--- src/bld_pkg.sv ---
// ==========================================================================
// shared constants for the broadcast label field decoder
// ==========================================================================
package bld_pkg;

	localparam int          BYTE_W    = 8;   // one received packet byte
	localparam int          NIB_W     = 4;   // one message nibble or digit
	localparam int          PKT_BYTES = 26;  // bytes 0..25 of a service packet
	localparam int          IDX_W     = 5;   // width of a byte index
	localparam int          BIT_IDX_W = 3;   // width of a bit-in-byte count

	// ======================================================================
	// format 1 (date and time) byte positions
	// ======================================================================
	localparam logic [4:0]  F1_OFFSET  = 5'h0F; // local time offset code
	localparam logic [4:0]  F1_MJD_HI  = 5'h10; // ten-thousands digit, low nibble
	localparam logic [4:0]  F1_MJD_MID = 5'h11; // hundreds low, thousands high
	localparam logic [4:0]  F1_MJD_LO  = 5'h12; // units low, tens high
	localparam logic [4:0]  F1_HOUR    = 5'h13; // hours units / tens
	localparam logic [4:0]  F1_MIN     = 5'h14; // minutes units / tens
	localparam logic [4:0]  F1_SEC     = 5'h15; // seconds units / tens
	localparam logic [4:0]  F1_FIRST   = F1_OFFSET;
	localparam logic [4:0]  F1_LAST    = F1_SEC;

	// ======================================================================
	// format 2 (programme label) byte positions
	// ======================================================================
	localparam logic [4:0]  F2_LABEL   = 5'h0D; // channel id and update flag
	localparam logic [4:0]  F2_SOUND   = 5'h0E; // analogue sound status
	localparam logic [4:0]  F2_NET_A   = 5'h0F; // network id bits 1..4
	localparam logic [4:0]  F2_MIX_A   = 5'h10; // network 9..10, label 1..2
	localparam logic [4:0]  F2_PIL_B   = 5'h11; // label bits 3..6
	localparam logic [4:0]  F2_PIL_C   = 5'h12; // label bits 7..10
	localparam logic [4:0]  F2_PIL_D   = 5'h13; // label bits 11..14
	localparam logic [4:0]  F2_PIL_E   = 5'h14; // label bits 15..18
	localparam logic [4:0]  F2_MIX_B   = 5'h15; // label 19..20, network 5..6
	localparam logic [4:0]  F2_NET_B   = 5'h16; // network 7..8 and 11..12
	localparam logic [4:0]  F2_NET_C   = 5'h17; // network 13..16
	localparam logic [4:0]  F2_PTY_LO  = 5'h18; // programme type 1..4
	localparam logic [4:0]  F2_PTY_HI  = 5'h19; // programme type 5..8
	localparam logic [4:0]  F2_FIRST   = F2_LABEL;
	localparam logic [4:0]  F2_LAST    = F2_PTY_HI;

	localparam logic [3:0]  DIGIT_BIAS = 4'h1; // added to each digit on air
	localparam int          OFS_SIGN   = 6;    // sign bit of the offset code
	localparam int          OFS_MAG_W  = 6;    // magnitude bits 0..5

	// four message bits of a protected byte sit at odd bit positions
	function automatic logic [NIB_W-1:0] msg_nibble(input logic [BYTE_W-1:0] b);
		msg_nibble = {b[7], b[5], b[3], b[1]};
	endfunction : msg_nibble

	// remove the transmitter's plus-one from a decimal digit
	function automatic logic [NIB_W-1:0] digit_fix(input logic [NIB_W-1:0] d);
		digit_fix = d - DIGIT_BIAS;
	endfunction : digit_fix

endpackage : bld_pkg

--- src/bld_link_if.sv ---
`timescale 1ns/1ps
`default_nettype none
// ==========================================================================
// byte read link between the label decoder and its reading host
// ==========================================================================
interface bld_link_if
	import bld_pkg::*;
(
	input wire logic clk_i // shared clock
);
	logic                  pkt_ready; // one-cycle pulse: a packet is stored
	logic                  pkt_fmt2;  // stored packet is format 2
	logic                  rd_req;    // host asks for one byte
	logic [IDX_W-1:0]      rd_addr;   // byte index asked for
	logic                  rd_ack;    // byte answer, one cycle
	logic [BYTE_W-1:0]     rd_data;   // byte as received

	modport device (
		output pkt_ready, pkt_fmt2, rd_ack, rd_data,
		input  rd_req, rd_addr
	);
	modport host (
		input  pkt_ready, pkt_fmt2, rd_ack, rd_data,
		output rd_req, rd_addr
	);
endinterface : bld_link_if
`default_nettype wire

--- src/bld_host.sv ---
`timescale 1ns/1ps
`default_nettype none
// How it works
// - decoder passes bytes unaltered, in order
// - host subtracts one from each date digit
// - first received bit is lowest weight
// - julian day digits in bytes 16 to 18
// - hours, minutes, seconds in bytes 19-21
// - byte 13: channel id, update flag
// - bytes 16-21 carry programme label fields
// - byte 14 low bits: sound status
// - network id spread over five bytes
// - label: day, month, hour, minute
// - programme type in bytes 24, 25
// ==========================================================================
// host end: reads a stored packet byte by byte and splits out the fields
// ==========================================================================
module bld_host
	import bld_pkg::*;
(
	input  wire logic    clk_i,                // system clock
	input  wire logic    rst_n_i,              // synchronous reset, active low
	bld_link_if.host     link,                 // read side toward the decoder
	output logic         busy_o,               // packet being fetched
	output logic         f1_valid_o,           // pulse: date/time fields new
	output logic         f2_valid_o,           // pulse: label fields new
	output logic [19:0]  julian_day_number_o,  // five decimal digits
	output logic [23:0]  unified_date_time_o,  // hh mm ss decimal digits
	output logic         offset_neg_o,         // local offset is negative
	output logic [5:0]   offset_mag_o,         // offset magnitude, quarter hours
	output logic [1:0]   label_channel_id_o,   // label channel identifier
	output logic         label_update_flag_o,  // label update flag
	output logic [1:0]   sound_status_o,       // analogue sound status
	output logic [15:0]  network_country_id_o, // network and country id
	output logic [19:0]  programme_label_o,    // whole label, bit 0 first
	output logic [4:0]   label_day_o,          // label day
	output logic [3:0]   label_month_o,        // label month
	output logic [4:0]   label_hour_o,         // label hour
	output logic [5:0]   label_minute_o,       // label minute
	output logic [7:0]   programme_type_o      // programme type
);

	typedef enum logic [1:0] {
		ST_IDLE,
		ST_REQ,
		ST_WAIT,
		ST_DECODE
	} bld_host_state_type;

	bld_host_state_type  state_q;
	logic [IDX_W-1:0]    addr_q;
	logic [IDX_W-1:0]    last_q;
	logic                fmt2_q;
	logic [BYTE_W-1:0]   buf_q [PKT_BYTES];

	// message nibbles of the format 2 bytes
	logic [NIB_W-1:0]    n_label;
	logic [NIB_W-1:0]    n_sound;
	logic [NIB_W-1:0]    n_net_a;
	logic [NIB_W-1:0]    n_mix_a;
	logic [NIB_W-1:0]    n_pil_b;
	logic [NIB_W-1:0]    n_pil_c;
	logic [NIB_W-1:0]    n_pil_d;
	logic [NIB_W-1:0]    n_pil_e;
	logic [NIB_W-1:0]    n_mix_b;
	logic [NIB_W-1:0]    n_net_b;
	logic [NIB_W-1:0]    n_net_c;
	logic [NIB_W-1:0]    n_pty_lo;
	logic [NIB_W-1:0]    n_pty_hi;
	logic [19:0]         pil_d;

	// ======================================================================
	// fetch sequence
	// ======================================================================
	// a ready pulse while busy is ignored; the decoder's store is single,
	// so the whole fetch must end before its next packet arrives
	always_ff @(posedge clk_i) begin
		if (!rst_n_i) begin
			state_q <= ST_IDLE;
			addr_q  <= 5'h00;
			last_q  <= 5'h00;
			fmt2_q  <= 1'b0;
		end else begin
			unique case (state_q)
				ST_IDLE: begin
					if (link.pkt_ready) begin
						fmt2_q  <= link.pkt_fmt2;
						addr_q  <= link.pkt_fmt2 ? F2_FIRST : F1_FIRST;
						last_q  <= link.pkt_fmt2 ? F2_LAST : F1_LAST;
						state_q <= ST_REQ;
					end
				end
				ST_REQ: begin
					state_q <= ST_WAIT;
				end
				ST_WAIT: begin
					if (link.rd_ack) begin
						if (addr_q == last_q) begin
							state_q <= ST_DECODE;
						end else begin
							addr_q  <= addr_q + 5'h01;
							state_q <= ST_REQ;
						end
					end
				end
				ST_DECODE: begin
					state_q <= ST_IDLE;
				end
			endcase
		end
	end

	// each answered byte is kept at its own packet index
	always_ff @(posedge clk_i) begin
		if (state_q == ST_WAIT && link.rd_ack) begin
			buf_q[addr_q] <= link.rd_data;
		end
	end

	assign link.rd_req  = (state_q == ST_REQ);
	assign link.rd_addr = addr_q;
	assign busy_o       = (state_q != ST_IDLE);

	// ======================================================================
	// format 2 message nibbles
	// ======================================================================
	assign n_label  = msg_nibble(buf_q[F2_LABEL]);
	assign n_sound  = msg_nibble(buf_q[F2_SOUND]);
	assign n_net_a  = msg_nibble(buf_q[F2_NET_A]);
	assign n_mix_a  = msg_nibble(buf_q[F2_MIX_A]);
	assign n_pil_b  = msg_nibble(buf_q[F2_PIL_B]);
	assign n_pil_c  = msg_nibble(buf_q[F2_PIL_C]);
	assign n_pil_d  = msg_nibble(buf_q[F2_PIL_D]);
	assign n_pil_e  = msg_nibble(buf_q[F2_PIL_E]);
	assign n_mix_b  = msg_nibble(buf_q[F2_MIX_B]);
	assign n_net_b  = msg_nibble(buf_q[F2_NET_B]);
	assign n_net_c  = msg_nibble(buf_q[F2_NET_C]);
	assign n_pty_lo = msg_nibble(buf_q[F2_PTY_LO]);
	assign n_pty_hi = msg_nibble(buf_q[F2_PTY_HI]);

	// label bits 1..20 in arrival order, bit 1 at position 0
	assign pil_d = {n_mix_b[1:0], n_pil_e, n_pil_d, n_pil_c, n_pil_b, n_mix_a[3:2]};

	// ======================================================================
	// format 1 fields: date, time and offset
	// ======================================================================
	always_ff @(posedge clk_i) begin
		if (!rst_n_i) begin
			julian_day_number_o <= 20'h00000;
			unified_date_time_o <= 24'h000000;
			offset_neg_o        <= 1'b0;
			offset_mag_o        <= 6'h00;
		end else if (state_q == ST_DECODE && !fmt2_q) begin
			julian_day_number_o <= {
				digit_fix(buf_q[F1_MJD_HI][3:0]),
				digit_fix(buf_q[F1_MJD_MID][7:4]),
				digit_fix(buf_q[F1_MJD_MID][3:0]),
				digit_fix(buf_q[F1_MJD_LO][7:4]),
				digit_fix(buf_q[F1_MJD_LO][3:0])
			};
			unified_date_time_o <= {
				digit_fix(buf_q[F1_HOUR][7:4]), digit_fix(buf_q[F1_HOUR][3:0]),
				digit_fix(buf_q[F1_MIN][7:4]), digit_fix(buf_q[F1_MIN][3:0]),
				digit_fix(buf_q[F1_SEC][7:4]), digit_fix(buf_q[F1_SEC][3:0])
			};
			offset_neg_o <= buf_q[F1_OFFSET][OFS_SIGN];
			offset_mag_o <= buf_q[F1_OFFSET][OFS_MAG_W-1:0];
		end
	end

	// ======================================================================
	// format 2 fields: label header, network id, label, type
	// ======================================================================
	// reserved message bits are read but never passed on
	always_ff @(posedge clk_i) begin
		if (!rst_n_i) begin
			label_channel_id_o   <= 2'h0;
			label_update_flag_o  <= 1'b0;
			sound_status_o       <= 2'h0;
			network_country_id_o <= 16'h0000;
			programme_label_o    <= 20'h00000;
			programme_type_o     <= 8'h00;
		end else if (state_q == ST_DECODE && fmt2_q) begin
			label_channel_id_o   <= n_label[1:0];
			label_update_flag_o  <= n_label[2];
			sound_status_o       <= n_sound[1:0];
			network_country_id_o <= {n_net_c, n_net_b[3:2], n_mix_a[1:0],
				n_net_b[1:0], n_mix_b[3:2], n_net_a};
			programme_label_o    <= pil_d;
			programme_type_o     <= {n_pty_hi, n_pty_lo};
		end
	end

	// split of the label into its four parts, in transmission order
	assign label_day_o    = programme_label_o[4:0];
	assign label_month_o  = programme_label_o[8:5];
	assign label_hour_o   = programme_label_o[13:9];
	assign label_minute_o = programme_label_o[19:14];

	// ======================================================================
	// completion pulses, one cycle after the decode step
	// ======================================================================
	always_ff @(posedge clk_i) begin
		if (!rst_n_i) begin
			f1_valid_o <= 1'b0;
			f2_valid_o <= 1'b0;
		end else begin
			f1_valid_o <= (state_q == ST_DECODE) && !fmt2_q;
			f2_valid_o <= (state_q == ST_DECODE) && fmt2_q;
		end
	end

endmodule : bld_host
`default_nettype wire

--- src/flat_wrapper.sv ---
// flat-port wrapper written by rule: the top's interface ports become plain ports
module bld_host_flat import bld_pkg::*;
  (clk_i, rst_n_i, busy_o, f1_valid_o, f2_valid_o, julian_day_number_o, unified_date_time_o, offset_neg_o, offset_mag_o, label_channel_id_o, label_update_flag_o, sound_status_o, network_country_id_o, programme_label_o, label_day_o, label_month_o, label_hour_o, label_minute_o, programme_type_o, link_pkt_ready, link_pkt_fmt2, link_rd_ack, link_rd_data, link_rd_req, link_rd_addr);
  bld_link_if link_i (.clk_i(clk_i));
  input  wire logic clk_i;
  input  wire logic rst_n_i;
  output logic busy_o;
  output logic f1_valid_o;
  output logic f2_valid_o;
  output logic [19:0] julian_day_number_o;
  output logic [23:0] unified_date_time_o;
  output logic offset_neg_o;
  output logic [5:0] offset_mag_o;
  output logic [1:0] label_channel_id_o;
  output logic label_update_flag_o;
  output logic [1:0] sound_status_o;
  output logic [15:0] network_country_id_o;
  output logic [19:0] programme_label_o;
  output logic [4:0] label_day_o;
  output logic [3:0] label_month_o;
  output logic [4:0] label_hour_o;
  output logic [5:0] label_minute_o;
  output logic [7:0] programme_type_o;
  input wire logic [$bits(link_i.pkt_ready)-1:0] link_pkt_ready;
  input wire logic [$bits(link_i.pkt_fmt2)-1:0] link_pkt_fmt2;
  input wire logic [$bits(link_i.rd_ack)-1:0] link_rd_ack;
  input wire logic [$bits(link_i.rd_data)-1:0] link_rd_data;
  output wire logic [$bits(link_i.rd_req)-1:0] link_rd_req;
  output wire logic [$bits(link_i.rd_addr)-1:0] link_rd_addr;
  assign link_i.pkt_ready = link_pkt_ready;
  assign link_i.pkt_fmt2 = link_pkt_fmt2;
  assign link_i.rd_ack = link_rd_ack;
  assign link_i.rd_data = link_rd_data;
  assign link_rd_req = link_i.rd_req;
  assign link_rd_addr = link_i.rd_addr;
  bld_host u_core (.clk_i(clk_i), .rst_n_i(rst_n_i), .link(link_i), .busy_o(busy_o), .f1_valid_o(f1_valid_o), .f2_valid_o(f2_valid_o), .julian_day_number_o(julian_day_number_o), .unified_date_time_o(unified_date_time_o), .offset_neg_o(offset_neg_o), .offset_mag_o(offset_mag_o), .label_channel_id_o(label_channel_id_o), .label_update_flag_o(label_update_flag_o), .sound_status_o(sound_status_o), .network_country_id_o(network_country_id_o), .programme_label_o(programme_label_o), .label_day_o(label_day_o), .label_month_o(label_month_o), .label_hour_o(label_hour_o), .label_minute_o(label_minute_o), .programme_type_o(programme_type_o));
endmodule
--- config.mk ---
export PLATFORM = sky130hd
export DESIGN_NAME = bld_host_flat
export DESIGN_NICKNAME = d
export VERILOG_FILES = /design/src/bld_pkg.sv /design/src/bld_link_if.sv /design/src/bld_host.sv /design/src/flat_wrapper.sv
export SDC_FILE = /design/constraint.sdc
export NUM_CORES = 1
export LEC_CHECK = 0
export BUFFER_PORTS_ARGS = -buffer_cell sky130_fd_sc_hd__buf_2
export CAP_MARGIN = 10
export CORE_MARGIN = 2
export CORE_UTILIZATION = 34
export DETAILED_ROUTE_END_ITERATION = 12
export PLACE_DENSITY = 0.63
export SLEW_MARGIN = 20
export SYNTH_ARGS = -nofsm -noshare
export SYNTH_HDL_FRONTEND = slang
export SYNTH_SLANG_ARGS = --single-unit
--- constraint.sdc ---
create_clock -name clk_i -period 3.2 [get_ports clk_i]
set_input_delay 0.32 -clock clk_i [delete_from_list [all_inputs] [get_ports clk_i]]
set_output_delay 0.32 -clock clk_i [all_outputs]
set_load 0.03 [all_outputs]
==> impl_metrics.prom <==
# TYPE chip_impl_metric gauge
chip_impl_info{name="result_of_the_run",value="complete, no violations"} 1
chip_impl_metric{name="hold_ws",unit="ns"} 0.196
chip_impl_info{name="synthTopCellsByCount",value="sky130_fd_sc_hd__nand2_1, sky130_fd_sc_hd__dfxtp_1, sky130_fd_sc_hd__edfxtp_1, sky130_fd_sc_hd__nor2_1, sky130_fd_sc_hd__a21oi_1"} 1
chip_impl_metric{name="fin_tns_setup",unit="ns"} 0
chip_impl_info{name="rsz0062_at_grt",value="no"} 1
chip_impl_metric{name="wl_per_cell",unit="µm"} 15.7
chip_impl_info{name="reg2reg_from",value="u_core.state_q[1]"} 1
chip_impl_metric{name="multiInputGateArea",unit="µm²"} 2060
chip_impl_metric{name="num_antenna_cells",unit=""} 0
chip_impl_metric{name="fillCellCount",unit=""} 1969
chip_impl_metric{name="syn_avg_cell_area",unit="µm²"} 10.8
chip_impl_info{name="synth_top_cells_by_area",value="sky130_fd_sc_hd__edfxtp_1, sky130_fd_sc_hd__dfxtp_1, sky130_fd_sc_hd__nand2_1"} 1
chip_impl_metric{name="dp_hpwl",unit="mm"} 11.4
chip_impl_metric{name="yosysWarnings",unit=""} 0
chip_impl_metric{name="ys_types",unit=""} 33
chip_impl_metric{name="clock-skew-final",unit="ns"} 0.0130
chip_impl_metric{name="clk-insertion-delay-late",unit="ns"} 0.43
chip_impl_metric{name="max_slew.worst_pin.slew",unit="ns"} 0.916
chip_impl_metric{name="vias_in_the_first_global_route",unit=""} 4480
chip_impl_info{name="setup.worst_path.end",value="u_core.buf_q[15][0]"} 1
chip_impl_metric{name="core.rowCount",unit=""} 52
chip_impl_info{name="min_path_type",value="in -> reg"} 1
chip_impl_metric{name="place_inst",unit=""} 1007
chip_impl_metric{name="asyncSetResetFlopFracSynth",unit=""} 0
chip_impl_info{name="synthMostInstantiatedCell",value="sky130_fd_sc_hd__nand2_1"} 1
chip_impl_metric{name="cts-htree-levels",unit=""} 4
chip_impl_info{name="regToRegEndpoint",value="u_core.buf_q[15][0]"} 1
chip_impl_metric{name="syn_nets",unit=""} 678
chip_impl_metric{name="worst-r2r-cell-count",unit=""} 3
chip_impl_metric{name="first_pass_iters",unit=""} 5
chip_impl_metric{name="fp.dieArea",unit="µm²"} 21700
chip_impl_metric{name="grt_overflow_total",unit=""} 0
chip_impl_metric{name="min_period_over_period",unit=""} 0.626
chip_impl_metric{name="ant_nets",unit=""} 0
chip_impl_metric{name="cell_internal_pwr",unit="mW"} 3.77
chip_impl_metric{name="power.density_cell_area",unit="nW/µm²"} 584
chip_impl_metric{name="crit_required",unit="ns"} 3.25
chip_impl_metric{name="post-cts-setup-buffer-count",unit=""} 0
chip_impl_metric{name="final_count_of_negative_setup_slack_endpoints",unit=""} 0
chip_impl_metric{name="seqPwrFrac",unit=""} 0.521
chip_impl_metric{name="yosys_register_bits",unit=""} 187
chip_impl_metric{name="clockBufferDepth",unit=""} 2
chip_impl_metric{name="pin_count",unit=""} 142
chip_impl_metric{name="total_switching_power",unit="mW"} 1.11
chip_impl_metric{name="combined_flip_flop_and_latch_cell_area",unit="µm²"} 4490
chip_impl_info{name="worst_setup_path_start_kind",value="flop"} 1
chip_impl_metric{name="comb_power_share",unit=""} 0.049
chip_impl_metric{name="drt-initial-drc-count",unit=""} 242
chip_impl_metric{name="vias",unit=""} 4824
chip_impl_metric{name="area_added_between_synthesis_and_finish",unit="%"} 19.4
chip_impl_metric{name="tritoncts.num_buffers",unit=""} 17
chip_impl_metric{name="route.detailed.vias_per_inst",unit=""} 4.64
chip_impl_metric{name="placement.io_buffers",unit=""} 141
chip_impl_metric{name="crit_arrival",unit="ns"} 2.06
chip_impl_metric{name="cts_hold_buf",unit=""} 0
chip_impl_info{name="tritoncts",value="yes"} 1
chip_impl_info{name="clk_root_buffer_cell",value="sky130_fd_sc_hd__clkbuf_16"} 1
chip_impl_metric{name="reg2reg_setup_slack",unit="ns"} 1.20
chip_impl_metric{name="mappedNetlistArea",unit="µm²"} 6990
chip_impl_metric{name="initial_core_util",unit=""} 0.346
chip_impl_metric{name="power_frac_clock",unit=""} 0.430
chip_impl_metric{name="final_core_util",unit=""} 0.413
chip_impl_metric{name="edff_count_synth",unit=""} 75
chip_impl_metric{name="grt_pass1_wl",unit="mm"} 25.2
chip_impl_metric{name="design_power_total",unit="mW"} 4.88
chip_impl_metric{name="wl",unit="mm"} 16.3
chip_impl_metric{name="cts.reportedPaths.clkPinSlew",unit="ns"} 0.06
chip_impl_metric{name="cts_repair_resize_count",unit=""} 0
chip_impl_metric{name="critical_path_peak_fanout",unit=""} 12
chip_impl_metric{name="cts.sink_count",unit=""} 187
chip_impl_metric{name="grt_util_all_layers",unit=""} 0.152
chip_impl_metric{name="pre_cts_slack",unit="ns"} 1.20
chip_impl_metric{name="final_nets",unit=""} 784
chip_impl_metric{name="die_h",unit="µm"} 147
chip_impl_metric{name="drc_violations",unit=""} 0
chip_impl_metric{name="finalHoldViolations",unit=""} 0
chip_impl_metric{name="grt_antenna_before_repair",unit=""} 0
chip_impl_metric{name="total_leakage_power",unit="nW"} 3.23
chip_impl_metric{name="slew_headroom",unit=""} 0.389
chip_impl_metric{name="synth_sequential_area_ratio",unit=""} 0.643
chip_impl_metric{name="place.gp.congestion",unit=""} 0.813
chip_impl_metric{name="syn_inst",unit=""} 650
chip_impl_metric{name="yosys_top_cell_area_share",unit=""} 0.322
chip_impl_info{name="yosys_most_used_dff",value="sky130_fd_sc_hd__dfxtp_1"} 1
chip_impl_metric{name="timing.max_cap.violations",unit=""} 0
chip_impl_metric{name="vdd.ir_drop.worst",unit="µV"} 373
chip_impl_metric{name="stdcell_area",unit="µm²"} 8350
chip_impl_metric{name="layout-drive-gt1-share",unit=""} 0.242
chip_impl_info{name="post-synth-top-area-cell",value="sky130_fd_sc_hd__edfxtp_1"} 1
chip_impl_metric{name="non_filler_cells_final",unit=""} 1039
chip_impl_metric{name="total_cell_area_at_the_placement_stage",unit="µm²"} 7750
chip_impl_metric{name="dieWidth",unit="µm"} 147
chip_impl_metric{name="grt_start_max_net_pins",unit=""} 96
chip_impl_info{name="setup.worst_path.class",value="reg -> reg"} 1
chip_impl_info{name="critPathLaunch",value="u_core.state_q[1]"} 1
chip_impl_metric{name="drv_slew",unit=""} 0
chip_impl_metric{name="final.setup.worst_slack",unit="ns"} 1.20
chip_impl_metric{name="max_clock_freq",unit="GHz"} 0.499
chip_impl_info{name="worstSetupEndpointType",value="flop"} 1
chip_impl_metric{name="coreArea",unit="µm²"} 20200
chip_impl_metric{name="post-route-min-period",unit="ns"} 2.00
chip_impl_metric{name="power.switching_fraction",unit=""} 0.228
sequential cells by signal, indices dropped and copies added, names as in the netlist, 2 cells and up:
register                     flops
u_core.last_q                    3
u_core.link.rd_addr              5
u_core.programme_type_o          8
u_core.buf_q                    75
u_core.network_country_id_o     16
u_core.state_q                   2
u_core.programme_label_o        20
u_core.julian_day_number_o      20
u_core.offset_mag_o              6
u_core.label_channel_id_o        2
u_core.sound_status_o            2
u_core.unified_date_time_o      24
kinds of logic (layout without fill, tap and decap cells):
family | count (synthesis) | after routing | synth area share
adders and majority gates | 15 | 15 | 0.0268
muxes | 1 | 1 | 0.00143
DFF | 187 | 187 | 0.643
AOI/OAI and AO/OA | 117 | 117 | 0.106
buffers and inverters | 87 | 206 | 0.0639
and+or+nand+nor | 219 | 219 | 0.129
xor gates and xnor gates | 24 | 24 | 0.0301
worst max-delay path, cell delays in order (launching register included):
cell	delay, ns
sky130_fd_sc_hd__dfxtp_1	0.48
sky130_fd_sc_hd__nor2b_4	0.35
sky130_fd_sc_hd__nand3_1	0.21
sky130_fd_sc_hd__nor2_1	0.60
worst min path at each step:
stage,from,to,slack [ns],cells past startpoint
after floorplan,link_rd_data[1],u_core.buf_q[13][1],0.42,0
after global placement,u_core.offset_neg_o,u_core.offset_neg_o,0.44,2
after detailed placement,u_core.offset_mag_o[5],u_core.offset_mag_o[5],0.44,2
after CTS,link_pkt_fmt2,u_core.last_q[3],0.17,3
after global routing,link_rd_data[0],u_core.buf_q[17][0],0.21,1
final,link_pkt_fmt2,u_core.last_q[3],0.20,3
power groups by stage:
stage,Clock (mW),Sequential (mW),Combinational (mW)
floorplan,0,2.63,0.125
global placement,0,2.59,0.242
detailed placement,0,2.59,0.243
CTS,2.15,2.54,0.243
global route,2.25,2.54,0.264
finish,2.10,2.54,0.239
final cells by class:
cell class,count,area share
tap,270,0.0405
clock inverter,8,0.00809
timing repair buffer,146,0.0890
multi-input combinational,376,0.247
sequential,187,0.538
inverter,28,0.0127
clock buffer,24,0.0641
layer usage:
layer  part of all wire  up-vias  global-route usage
met4             0.0044        0              0.0389
met1               0.45     2272               0.203
li1                   -     2410                   -
met5                  0        -                   0
met2               0.48      133               0.244
met3              0.067        9              0.0457
placed cells by master (no fill, tap or decap), types with 2 or more instances in the layout:
cell type,count
sky130_fd_sc_hd__a21oi_1,63
sky130_fd_sc_hd__nand3b_1,3
sky130_fd_sc_hd__xnor2_1,23
sky130_fd_sc_hd__nor3_1,14
sky130_fd_sc_hd__clkbuf_1,2
sky130_fd_sc_hd__buf_2,141
sky130_fd_sc_hd__nand2_1,118
sky130_fd_sc_hd__clkbuf_8,2
sky130_fd_sc_hd__and3_1,2
sky130_fd_sc_hd__a211oi_1,45
sky130_fd_sc_hd__inv_1,27
sky130_fd_sc_hd__clkbuf_16,20
sky130_fd_sc_hd__buf_4,5
sky130_fd_sc_hd__inv_4,3
sky130_fd_sc_hd__clkinv_4,2
sky130_fd_sc_hd__dfxtp_1,112
sky130_fd_sc_hd__nor2_1,64
sky130_fd_sc_hd__o211ai_1,3
sky130_fd_sc_hd__nand3_1,9
sky130_fd_sc_hd__inv_8,2
sky130_fd_sc_hd__edfxtp_1,75
sky130_fd_sc_hd__ha_1,15
No activity file was read; power rests on OpenSTA's default activity.
